$ cat src/design/mstsr_pkg.sv
// Constants and helpers for the MAC slot timing and status register bank
package mstsr_pkg;
	localparam int ADDR_W = 8;
	localparam int DATA_W = 8;
	localparam logic [7:0] ADDR_END_2_3   = 8'h1E;
	localparam logic [7:0] ADDR_END_4_5   = 8'h1F;
	localparam logic [7:0] ADDR_END_6     = 8'h20;
	localparam logic [7:0] ADDR_PEND_LIFS = 8'h21;
	localparam logic [7:0] ADDR_WAKE      = 8'h22;
	localparam logic [7:0] ADDR_SF_OFFSET = 8'h23;
	localparam logic [7:0] ADDR_TX_STATUS = 8'h24;
	localparam logic [7:0] ADDR_BCN_CTRL  = 8'h25;
	localparam logic [7:0] ADDR_GATE_CLK  = 8'h26;
	localparam logic [7:0] ADDR_VCO       = 8'h3F;
	localparam logic [7:0] RDATA_NONE     = 8'h00;
	localparam logic [5:0] RST_LONG_IFS = 6'h21;
	localparam logic [3:0] RST_VCO      = 4'h7;
	localparam logic [1:0] RST_RSSI_LEN = 2'h3;
	localparam int HI_MSB = 7;
	localparam int HI_LSB = 4;
	localparam int LO_MSB = 3;
	localparam int LO_LSB = 0;
	localparam int LIFS_MSB = 7;
	localparam int LIFS_LSB = 2;
	localparam int ALT_BIT = 1;
	localparam int ACKP_BIT = 0;
	localparam int IWAKE_BIT = 7;
	localparam int RWAKE_BIT = 6;
	localparam int BEACON_START_INTERVAL_MSB = 5;
	localparam int BEACON_START_INTERVAL_LSB = 0;
	localparam int RETRY_MSB = 7;
	localparam int RETRY_LSB = 6;
	localparam int CCA_BIT = 5;
	localparam int G2_SHORT_BIT = 4;
	localparam int G1_SHORT_BIT = 3;
	localparam int G2_FAIL_BIT = 2;
	localparam int G1_FAIL_BIT = 1;
	localparam int N_FAIL_BIT = 0;
	localparam int BMSK_BIT = 7;
	localparam int CAUSE_BIT = 6;
	localparam int RSSI_MSB = 5;
	localparam int RSSI_LSB = 4;
	localparam int CLK_ON_BIT = 3;

	// Symbols averaged for a length code: 1, 2, 4 or 8
	function automatic logic [3:0] mstsr_rssi_count(input logic [1:0] code);
		mstsr_rssi_count = 4'h1 << code;
	endfunction
endpackage

$ cat src/design/mstsr_regs.sv
// MAC slot timing, wake, beacon and transmit status register bank
//
// Local design decision: the strobed register port.
`timescale 1ns/1ps
`default_nettype none
module mstsr_regs import mstsr_pkg::*; (
	input  wire logic              SYS_CLK,          // 200 MHz clock
	input  wire logic              RST,              // Sync reset, high
	input  wire logic [ADDR_W-1:0] REG_ADDR,         // Register address
	input  wire logic [DATA_W-1:0] REG_WDATA,        // Write data
	input  wire logic              REG_WR,           // Write strobe
	input  wire logic              REG_RD,           // Read strobe
	output logic      [DATA_W-1:0] REG_RDATA,        // Read data, next cycle
	input  wire logic              TXN_DONE,         // Normal FIFO sequence end
	input  wire logic              TXN_FAIL,         // Normal FIFO retries out
	input  wire logic [1:0]        TXN_RETRIES,      // Normal FIFO retries used
	input  wire logic              TX_CCA_BUSY,      // Channel busy at last try
	input  wire logic              GTS1_DONE,        // First slot FIFO end
	input  wire logic              GTS1_FAIL,        // First slot retries out
	input  wire logic              GTS1_SHORT,       // First slot time short
	input  wire logic              GTS2_DONE,        // Second slot FIFO end
	input  wire logic              GTS2_FAIL,        // Second slot retries out
	input  wire logic              GTS2_SHORT,       // Second slot time short
	input  wire logic              CFP_START,        // Free period begins
	input  wire logic              BEACON_FIFO_EVT,  // Beacon FIFO event
	input  wire logic              WAKE_EVT,         // Wake-up event
	input  wire logic              BEACON_START_EVT, // Beacon start event
	input  wire logic              RSSI_VALID,       // Symbol RSSI strobe
	input  wire logic [7:0]        RSSI_SAMPLE,      // Symbol RSSI value
	output logic      [3:0]        SECOND_SLOT_END,  // Slot two end
	output logic      [3:0]        THIRD_SLOT_END,   // Slot three end
	output logic      [3:0]        FOURTH_SLOT_END,  // Slot four end
	output logic      [3:0]        FIFTH_SLOT_END,   // Slot five end
	output logic      [3:0]        SIXTH_SLOT_END,   // Slot six end
	output logic      [6:0]        LONG_IFS_SYMBOLS, // Long spacing total
	output logic      [3:0]        VCO_SETTLE_TIME,  // Settle symbols
	output logic                   ACK_PENDING_FLAG, // Ack frame pending
	output logic                   GTS_ACTIVE_FIFO,  // 0 first, 1 second
	output logic                   GTS_ALT_STOPPED,  // Alternation halted
	output logic                   INSTANT_WAKE,     // Immediate wake mode
	output logic                   WAKE_REQ,         // Register wake pulse
	output logic      [5:0]        BEACON_INTERVAL,  // Beacon start interval
	output logic      [7:0]        SUPERFRAME_OFS,   // Superframe offset
	output logic                   BEACON_FIFO_IRQ,  // Masked beacon event
	output logic      [3:0]        RSSI_SYMBOLS,     // Averaging length
	output logic      [7:0]        RSSI_AVG,         // Averaged RSSI
	output logic                   RSSI_AVG_VALID,   // Average strobe
	output logic                   SLOT_FIFO_CLK_EN  // Slot FIFO clock enable
);
	////////////////////////////////////////////////////////////////////////
	typedef struct packed {
		logic [3:0] second_slot_end;
		logic [3:0] third_slot_end;
		logic [3:0] fourth_slot_end;
		logic [3:0] fifth_slot_end;
		logic [3:0] sixth_slot_end;
		logic [5:0] long_ifs_min;
		logic [3:0] vco_settle_time;
		logic [6:0] long_ifs_total;
		logic       gts_fifo_alternate;
		logic       ack_pending_flag;
		logic       instant_wake_enable;
		logic       register_wake_pulse;
		logic       wake_req;
		logic [5:0] beacon_start_interval;
		logic [7:0] sf_offset;
		logic [1:0] normal_fifo_retry_count;
		logic       channel_busy_flag;
		logic       first_gts_time_short;
		logic       second_gts_time_short;
		logic       first_gts_release_fail;
		logic       second_gts_release_fail;
		logic       normal_release_fail;
		logic       beacon_fifo_irq_mask;
		logic       wake_cause;
		logic       beacon_irq;
		logic [1:0] rssi_average_len;
		logic [3:0] rssi_symbols;
		logic       slot_fifo_clock_on;
		logic [7:0] rdata;
	} mstsr_regs_type;

	mstsr_regs_type r;
	mstsr_regs_type next_r;
	logic           wr_hit;
	logic           g1_done;
	logic           g2_done;
	logic [7:0]     rd_val;

	////////////////////////////////////////////////////////////////////////
	// Slot FIFO events count only while their clock runs
	assign g1_done = GTS1_DONE & r.slot_fifo_clock_on;
	assign g2_done = GTS2_DONE & r.slot_fifo_clock_on;

	always_comb begin
		next_r = r;
		wr_hit = REG_WR;
		rd_val = RDATA_NONE;
		next_r.wake_req = 1'b0;

		// Register writes; only writable fields are taken
		if (wr_hit) begin
			unique case (REG_ADDR)
				ADDR_END_2_3: begin
					next_r.third_slot_end = REG_WDATA[HI_MSB:HI_LSB];
					next_r.second_slot_end = REG_WDATA[LO_MSB:LO_LSB];
				end
				ADDR_END_4_5: begin
					next_r.fifth_slot_end = REG_WDATA[HI_MSB:HI_LSB];
					next_r.fourth_slot_end = REG_WDATA[LO_MSB:LO_LSB];
				end
				ADDR_END_6: begin
					// Upper nibble reserved, dropped
					next_r.sixth_slot_end = REG_WDATA[LO_MSB:LO_LSB];
				end
				ADDR_PEND_LIFS: begin
					next_r.long_ifs_min = REG_WDATA[LIFS_MSB:LIFS_LSB];
					next_r.gts_fifo_alternate = REG_WDATA[ALT_BIT];
					next_r.ack_pending_flag = REG_WDATA[ACKP_BIT];
				end
				ADDR_WAKE: begin
					next_r.instant_wake_enable = REG_WDATA[IWAKE_BIT];
					next_r.register_wake_pulse = REG_WDATA[RWAKE_BIT];
					next_r.beacon_start_interval = REG_WDATA[BEACON_START_INTERVAL_MSB:BEACON_START_INTERVAL_LSB];
					// Wake fires on the clearing write of a set bit
					if (r.register_wake_pulse && !REG_WDATA[RWAKE_BIT]) begin
						next_r.wake_req = 1'b1;
					end
				end
				ADDR_SF_OFFSET: begin
					next_r.sf_offset = REG_WDATA;
				end
				ADDR_BCN_CTRL: begin
					// Cause bit and low nibble not writable
					next_r.beacon_fifo_irq_mask = REG_WDATA[BMSK_BIT];
					next_r.rssi_average_len = REG_WDATA[RSSI_MSB:RSSI_LSB];
				end
				ADDR_GATE_CLK: begin
					next_r.slot_fifo_clock_on = REG_WDATA[CLK_ON_BIT];
				end
				ADDR_VCO: begin
					next_r.vco_settle_time = REG_WDATA[LO_MSB:LO_LSB];
				end
				default: begin
					// Status and unmapped addresses ignore writes
					next_r.rdata = r.rdata;
				end
			endcase
		end

		// Derived timing and length values, registered for the core
		next_r.long_ifs_total = {1'b0, r.long_ifs_min} + {3'h0, r.vco_settle_time};
		next_r.rssi_symbols = mstsr_rssi_count(r.rssi_average_len);

		// Transmit outcome capture, held until the next end on that FIFO; channel busy held until the next end on any FIFO
		if (TXN_DONE) begin
			next_r.normal_fifo_retry_count = TXN_RETRIES;
			next_r.normal_release_fail = TXN_FAIL;
		end
		if (g1_done) begin
			next_r.first_gts_release_fail = GTS1_FAIL;
			next_r.first_gts_time_short = GTS1_SHORT;
		end
		if (g2_done) begin
			next_r.second_gts_release_fail = GTS2_FAIL;
			next_r.second_gts_time_short = GTS2_SHORT;
		end
		if (TXN_DONE || g1_done || g2_done) begin
			next_r.channel_busy_flag = TX_CCA_BUSY;
		end

		// Beacon start wins if both wake causes arrive together
		if (BEACON_START_EVT) begin
			next_r.wake_cause = 1'b1;
		end else if (WAKE_EVT) begin
			next_r.wake_cause = 1'b0;
		end

		next_r.beacon_irq = BEACON_FIFO_EVT & ~r.beacon_fifo_irq_mask;

		// Read mux; reserved bits read zero
		unique case (REG_ADDR)
			ADDR_END_2_3: begin
				rd_val = {r.third_slot_end, r.second_slot_end};
			end
			ADDR_END_4_5: begin
				rd_val = {r.fifth_slot_end, r.fourth_slot_end};
			end
			ADDR_END_6: begin
				rd_val = {4'h0, r.sixth_slot_end};
			end
			ADDR_PEND_LIFS: begin
				rd_val = {r.long_ifs_min, r.gts_fifo_alternate, r.ack_pending_flag};
			end
			ADDR_WAKE: begin
				rd_val = {r.instant_wake_enable, r.register_wake_pulse, r.beacon_start_interval};
			end
			ADDR_SF_OFFSET: begin
				rd_val = r.sf_offset;
			end
			ADDR_TX_STATUS: begin
				rd_val = {r.normal_fifo_retry_count, r.channel_busy_flag,
					r.second_gts_time_short, r.first_gts_time_short,
					r.second_gts_release_fail, r.first_gts_release_fail,
					r.normal_release_fail};
			end
			ADDR_BCN_CTRL: begin
				rd_val = {r.beacon_fifo_irq_mask, r.wake_cause, r.rssi_average_len, 4'h0};
			end
			ADDR_GATE_CLK: begin
				rd_val = {4'h0, r.slot_fifo_clock_on, 3'h0};
			end
			ADDR_VCO: begin
				rd_val = {4'h0, r.vco_settle_time};
			end
			default: begin
				rd_val = RDATA_NONE;
			end
		endcase
		// Data stand one cycle only; zero otherwise
		next_r.rdata = REG_RD ? rd_val : RDATA_NONE;
	end

	////////////////////////////////////////////////////////////////////////
	always_ff @(posedge SYS_CLK) begin
		if (RST) begin
			r <= '0;
			r.long_ifs_min <= RST_LONG_IFS;
			r.vco_settle_time <= RST_VCO;
			r.long_ifs_total <= 7'({1'b0, RST_LONG_IFS} + {3'h0, RST_VCO});
			r.rssi_average_len <= RST_RSSI_LEN;
			r.rssi_symbols <= mstsr_rssi_count(RST_RSSI_LEN);
		end else begin
			r <= next_r;
		end
	end

	////////////////////////////////////////////////////////////////////////
	mstsr_gts_alt u_alt (
		.clk       (SYS_CLK),
		.rst       (RST),
		.clk_on    (r.slot_fifo_clock_on),
		.alternate (r.gts_fifo_alternate),
		.cfp_start (CFP_START),
		.g1_done   (g1_done),
		.g1_fail   (GTS1_FAIL | GTS1_SHORT),
		.g2_done   (g2_done),
		.g2_fail   (GTS2_FAIL | GTS2_SHORT),
		.active    (GTS_ACTIVE_FIFO),
		.stopped   (GTS_ALT_STOPPED)
	);

	mstsr_rssi_avg u_rssi (
		.clk       (SYS_CLK),
		.rst       (RST),
		.len_code  (r.rssi_average_len),
		.smp_valid (RSSI_VALID),
		.smp       (RSSI_SAMPLE),
		.avg       (RSSI_AVG),
		.avg_valid (RSSI_AVG_VALID)
	);

	////////////////////////////////////////////////////////////////////////
	assign REG_RDATA = r.rdata;
	assign SECOND_SLOT_END = r.second_slot_end;
	assign THIRD_SLOT_END = r.third_slot_end;
	assign FOURTH_SLOT_END = r.fourth_slot_end;
	assign FIFTH_SLOT_END = r.fifth_slot_end;
	assign SIXTH_SLOT_END = r.sixth_slot_end;
	assign LONG_IFS_SYMBOLS = r.long_ifs_total;
	assign VCO_SETTLE_TIME = r.vco_settle_time;
	assign ACK_PENDING_FLAG = r.ack_pending_flag;
	assign INSTANT_WAKE = r.instant_wake_enable;
	assign WAKE_REQ = r.wake_req;
	assign BEACON_INTERVAL = r.beacon_start_interval;
	assign SUPERFRAME_OFS = r.sf_offset;
	assign BEACON_FIFO_IRQ = r.beacon_irq;
	assign RSSI_SYMBOLS = r.rssi_symbols;
	assign SLOT_FIFO_CLK_EN = r.slot_fifo_clock_on;
endmodule // mstsr_regs
`default_nettype wire

$ cat src/design/mstsr_gts_alt.sv
// Slot FIFO alternation between the first and second slot FIFOs
`timescale 1ns/1ps
`default_nettype none
module mstsr_gts_alt import mstsr_pkg::*; (
	input  wire logic clk,       // System clock
	input  wire logic rst,       // Synchronous reset
	input  wire logic clk_on,    // Slot FIFO clock enable
	input  wire logic alternate, // Keep toggling after failures
	input  wire logic cfp_start, // Free period begins
	input  wire logic g1_done,   // First slot FIFO finished
	input  wire logic g1_fail,   // First slot FIFO failed
	input  wire logic g2_done,   // Second slot FIFO finished
	input  wire logic g2_fail,   // Second slot FIFO failed
	output logic      active,    // 0 first FIFO, 1 second FIFO
	output logic      stopped    // Alternation halted
);
	typedef struct packed {
		logic active;
		logic stopped;
	} mstsr_alt_type;

	mstsr_alt_type r;
	mstsr_alt_type next_r;
	logic          done;
	logic          fail;

	always_comb begin
		next_r = r;
		done = active ? g2_done : g1_done;
		fail = active ? g2_fail : g1_fail;
		if (!clk_on) begin
			next_r = r;
		end else if (cfp_start) begin
			next_r.active = 1'b0;
			next_r.stopped = 1'b0;
		end else if (done && !r.stopped) begin
			if (fail && !alternate) begin
				next_r.stopped = 1'b1;
			end else begin
				next_r.active = ~r.active;
			end
		end
	end

	always_ff @(posedge clk) begin
		if (rst) begin
			r <= '0;
		end else begin
			r <= next_r;
		end
	end

	assign active = r.active;
	assign stopped = r.stopped;
endmodule // mstsr_gts_alt
`default_nettype wire

$ cat src/design/mstsr_rssi_avg.sv
// RSSI averager over 1, 2, 4 or 8 symbol samples
`timescale 1ns/1ps
`default_nettype none
module mstsr_rssi_avg import mstsr_pkg::*; (
	input  wire logic       clk,       // System clock
	input  wire logic       rst,       // Synchronous reset
	input  wire logic [1:0] len_code,  // Averaging length code
	input  wire logic       smp_valid, // One sample per symbol
	input  wire logic [7:0] smp,       // Sample value
	output logic      [7:0] avg,       // Averaged value
	output logic            avg_valid  // One-cycle result strobe
);
	typedef struct packed {
		logic [10:0] acc;
		logic [3:0]  cnt;
		logic [7:0]  avg;
		logic        valid;
	} mstsr_avg_type;

	mstsr_avg_type r;
	mstsr_avg_type next_r;
	logic [10:0]   sum;

	always_comb begin
		next_r = r;
		next_r.valid = 1'b0;
		sum = r.acc + {3'h0, smp};
		if (smp_valid) begin
			if (r.cnt + 4'h1 >= mstsr_rssi_count(len_code)) begin
				next_r.avg = 8'(sum >> len_code);
				next_r.valid = 1'b1;
				next_r.acc = '0;
				next_r.cnt = '0;
			end else begin
				next_r.acc = sum;
				next_r.cnt = r.cnt + 4'h1;
			end
		end
	end

	always_ff @(posedge clk) begin
		if (rst) begin
			r <= '0;
		end else begin
			r <= next_r;
		end
	end

	assign avg = r.avg;
	assign avg_valid = r.valid;
endmodule // mstsr_rssi_avg
`default_nettype wire

$ cat config.mk
export PLATFORM = sky130hd
export DESIGN_NAME = mstsr_regs
export DESIGN_NICKNAME = d
export VERILOG_FILES = /design/src/design/mstsr_pkg.sv /design/src/design/mstsr_regs.sv /design/src/design/mstsr_gts_alt.sv /design/src/design/mstsr_rssi_avg.sv
export SDC_FILE = /design/constraint.sdc
export NUM_CORES = 1
export LEC_CHECK = 0
export ABC_AREA = 0
export BUFFER_PORTS_ARGS = -buffer_cell sky130_fd_sc_hd__buf_4
export CORE_AREA = 5 5 144 146
export CTS_CLUSTER_DIAMETER = 80
export CTS_CLUSTER_SIZE = 20
export DETAILED_ROUTE_END_ITERATION = 12
export DIE_AREA = 0 0 149 151
export GPL_TIMING_DRIVEN = 0
export PLACE_DENSITY = 0.48
export RECOVER_POWER = 50
export SKIP_CTS_REPAIR_TIMING = 1
export SLEW_MARGIN = 10
export SYNTH_ARGS = -nofsm -noshare
export SYNTH_HDL_FRONTEND = slang
export SYNTH_SLANG_ARGS = --single-unit
$ cat constraint.sdc
create_clock -name SYS_CLK -period 6.85 [get_ports SYS_CLK]
set_input_delay 1.37 -clock SYS_CLK [delete_from_list [all_inputs] [get_ports SYS_CLK]]
set_output_delay 1.37 -clock SYS_CLK [all_outputs]
set_load 0.1 [all_outputs]
==> flow_metrics.tcl <==
set metrics [dict create \
    grt_setup_unrepaired "false" \
    grt_overflow_total 0 \
    cts_buffer_depth 2 \
    clock_tree.htree_level_count 3 \
    post-route-util_pct 36.0 \
    first_pass_iters 5 \
    cpPeakStageDelay_ns 0.42 \
    design.final.nets 826 \
    synth_cells 641 \
    number_of_enable_type_register_cells_in_the_synthesized_netlist 0 \
    vias 4958 \
    final-seq-area_um2 2160 \
    static-leakage-power_nw 2.87 \
    grt_antenna_before_repair 0 \
    route.detailed.vias_per_inst 4.80 \
    crit_path_capture_type "flop" \
    hold_ws_ns 0.467 \
    final_min_period_over_clock_period_pct 47.1 \
    detailedPlace.worstSlack_ns 3.22 \
    synth.yosys.warnings 0 \
    fin_crit_ns 3.23 \
    floorplan.initialDensity_pct 29.6 \
    timing.critical_path.arrival_ns 3.46 \
    pin_count 117 \
    port_buffers 111 \
    hold_path_class "reg2reg" \
    final_hold_viol_count 0 \
    synth_area_per_cell_um2 8.90 \
    drt_wl_total_um 17900 \
    fp.dieH_um 151 \
    overall_die_area_um2 22500 \
    final_instance_count_excl_fillers 1033 \
    cp_data_required_time_ns 7.09 \
    horiz_die_dim_um 149 \
    area_growth_syn_to_layout_pct 21.7 \
    cts.sink_count 108 \
    peakVddDrop_uv 133 \
    antennaDiodeCount 0 \
    drc 0 \
    worst-path-max-fanout 3 \
    cap_violations 0 \
    routedWlPerCell_um 17.4 \
    regToRegStartpoint "r[13]$_SDFFE_PP1P_" \
    mappedNetlistNets 704 \
    cpLargestDelayFamily "compound AO/OA/AOI/OAI gates" \
    detail_route.iter0.violations 296 \
    post_synth_num_cell_types 72 \
    grt_max_degree 18 \
    timing.fmax_ghz 0.310 \
    path_cells "buf_4 -> ha_1 -> fa_1 -> a211oi_2 -> o21ai_2 -> a21oi_2 -> xnor2_1 -> a2111oi_0 -> nor4_1" \
    crit_path_top_delay_cell "fa_1" \
    share_of_flip_flops_with_an_asynchronous_set_or_reset_pct 0 \
    dpl.hpwl_um 13900 \
    postLayoutSetupSlackWorst_ns 3.62 \
    maxSlewHeadroom_pct 20.7 \
    setup_tns_ns 0 \
    routability_congestion_estimate_from_global_placement 0.853 \
    insertion_delay_ns 0.36 \
    clock_tree.root_cell "clkbuf_16" \
    tritoncts "done" \
    via_count_of_the_first_global_routing_pass 4995 \
    tightest_slew_ns 1.20 \
    critical_path.startpoint_type "input pin" \
    drive_above_1_share_pct 20.2 \
    dp_cells 1017 \
    fin_skew_ns 0.00845 \
    grt_pass1_wl_um 27400 \
    global_route.usage.total_pct 15.7 \
    fp-row-count 51 \
    cts-buffers-inserted 9 \
    final_number_of_max_transition_violations 0 \
    coreArea_um2 19300 \
    setup_viol_count_final 0 \
    synth_flop_cell "dfxtp_1" \
    fillerInstances 2094 \
    final_antenna_net_count 0 \
    path_buf_inv 1 \
    synth_sequential_area_ratio_pct 37.9 \
    multi_input_area_um2 2890 \
    synthesis.area_um2 5710 \
    criticalPathCategory "in2reg" \
    synth-seq-cells 108 \
    run_status "complete, no violations" \
    worstHoldStart "r[20]$_SDFFE_PP0P_" \
    worst_setup_hold_path_clk_slew_ns 0.08 \
    worst_setup_path_startpoint "RSSI_SAMPLE[0]" \
    cellPowerDensity_nw_per_um2 203 \
]
-- worst paths after layout --
path	end	slack, ns	cells after the start
setup reg to reg	u_rssi.r[13]$_SDFFE_PP0P_	3.68	9
hold / removal	r[20]$_SDFFE_PP0P_	0.47	2
setup / recovery	u_rssi.avg[6]$_SDFFE_PP0P_	3.62	9
hold reg to reg	r[20]$_SDFFE_PP0P_	0.47	2
-- where the power goes --
part | internal (mW) | switching, mW
clock network | 0.358 | 0.241
registers | 0.637 | 0.00594
logic | 0.0659 | 0.103
-- Yosys cell counts, types with 3 or more instances --
cell type  number  area share (%)
xor2_1          5            0.77
o21ai_1         4            0.35
a21o_1          5            0.66
a22o_1          6            0.92
nor2_1         76             5.0
ha_1           17             3.7
clkbuf_1       23             1.5
xnor2_1         9             1.4
nor3_1         11            0.96
buf_1           4            0.26
o211ai_1        3            0.39
a32oi_1         4            0.61
nor2b_1        18             2.0
and2_1          5            0.55
nand3_1        25             2.2
a222oi_1        4            0.70
nand2_1        49             3.2
buf_4          65             8.5
dfxtp_1       108              38
mux2i_1        51             8.9
o21ai_0        12             1.1
a22oi_1         4            0.53
buf_2           6            0.53
mux2_2          7             1.4
inv_1           7            0.46
nand2b_1        4            0.44
a21oi_2         3            0.46
a21oi_1        36             3.2
and3_1          5            0.55
o21a_1          4            0.53
a31oi_1         7            0.77
-- placed cells by master (no fill, tap or decap), types with 3 or more instances in the layout --
cell type and instances:
a21o_1 5, a21oi_1 36, a21oi_2 3, a222oi_1 4, a22o_1 6, a22oi_1 4, a31oi_1 7, a32oi_1 4
and2_1 4, and3_1 5, buf_1 3, buf_2 6, buf_4 105, bufinv_16 3, clkbuf_1 96, clkbuf_16 9
dfxtp_1 108, ha_1 17, inv_1 7, mux2_2 7, mux2i_1 51, nand2_1 49, nand2b_1 4, nand3_1 25
nor2_1 76, nor2b_1 18, nor3_1 11, o211ai_1 3, o21a_1 4, o21ai_0 12, o21ai_1 4, xnor2_1 9
xor2_1 5
-- layout make-up --
class | count | area share [%]
Timing Repair Buffer | 111 | 8.16
Sequential cell | 108 | 31.1
Inverter | 9 | 0.486
Multi-Input combinational cell | 425 | 41.5
Clock buffer | 10 | 3.30
Clock inverter | 6 | 1.60
Tap cell | 265 | 4.77
Buffer | 99 | 9.02
-- registers in the layout (all words and copies together) (netlist names) --
| signal | cells |
|---|---|
| SLOT_FIFO_CLK_EN | 1 |
| u_alt.active | 1 |
| VCO_SETTLE_TIME | 4 |
| u_rssi.avg | 8 |
| u_rssi.avg_valid | 1 |
| r | 20 |
| FOURTH_SLOT_END | 4 |
| FIFTH_SLOT_END | 4 |
| SECOND_SLOT_END | 4 |
| SUPERFRAME_OFS | 8 |
| u_rssi.r | 15 |
| ACK_PENDING_FLAG | 1 |
| REG_RDATA | 8 |
| SIXTH_SLOT_END | 4 |
| LONG_IFS_SYMBOLS | 7 |
| INSTANT_WAKE | 1 |
| WAKE_REQ | 1 |
| RSSI_SYMBOLS | 4 |
| THIRD_SLOT_END | 4 |
| u_alt.stopped | 1 |
| BEACON_INTERVAL | 6 |
| BEACON_FIFO_IRQ | 1 |
-- tightest hold or removal path, cell delays in order (launching register included) --
cell	delay, ns
dfxtp_1	0.32
nand2_1	0.05
a21oi_1	0.05
-- logic make-up after synthesis --
kind of cell	count (synthesis)	share of synthesized area, %
flip-flops	108	37.9
adder cells (fa/ha/maj)	19	4.43
XOR/XNOR	14	2.15
AO/OA/AOI/OAI	119	14.7
buffers and inverters	108	11.6
multiplexers	60	11.1
AND/OR/NAND/NOR	213	18.2
-- through the flow --
stage / area (um^2) / power (mW)
finish: 6950 / 1.41
global route: 6950 / 1.47
CTS: 7210 / 1.43
detailed placement: 6870 / 0.827
global placement: 6870 / 0.824
floorplan: 5710 / 0.766
-- routing by layer --
layer	global-route usage, %	up-vias	part of all wire [%]
li1	-	2426	-
met1	19.7	2372	45
met2	26.1	125	48
met3	3.08	35	4.5
met4	7.51	0	3.2
met5	0	-	0
No activity file was read; power rests on OpenSTA's default activity.
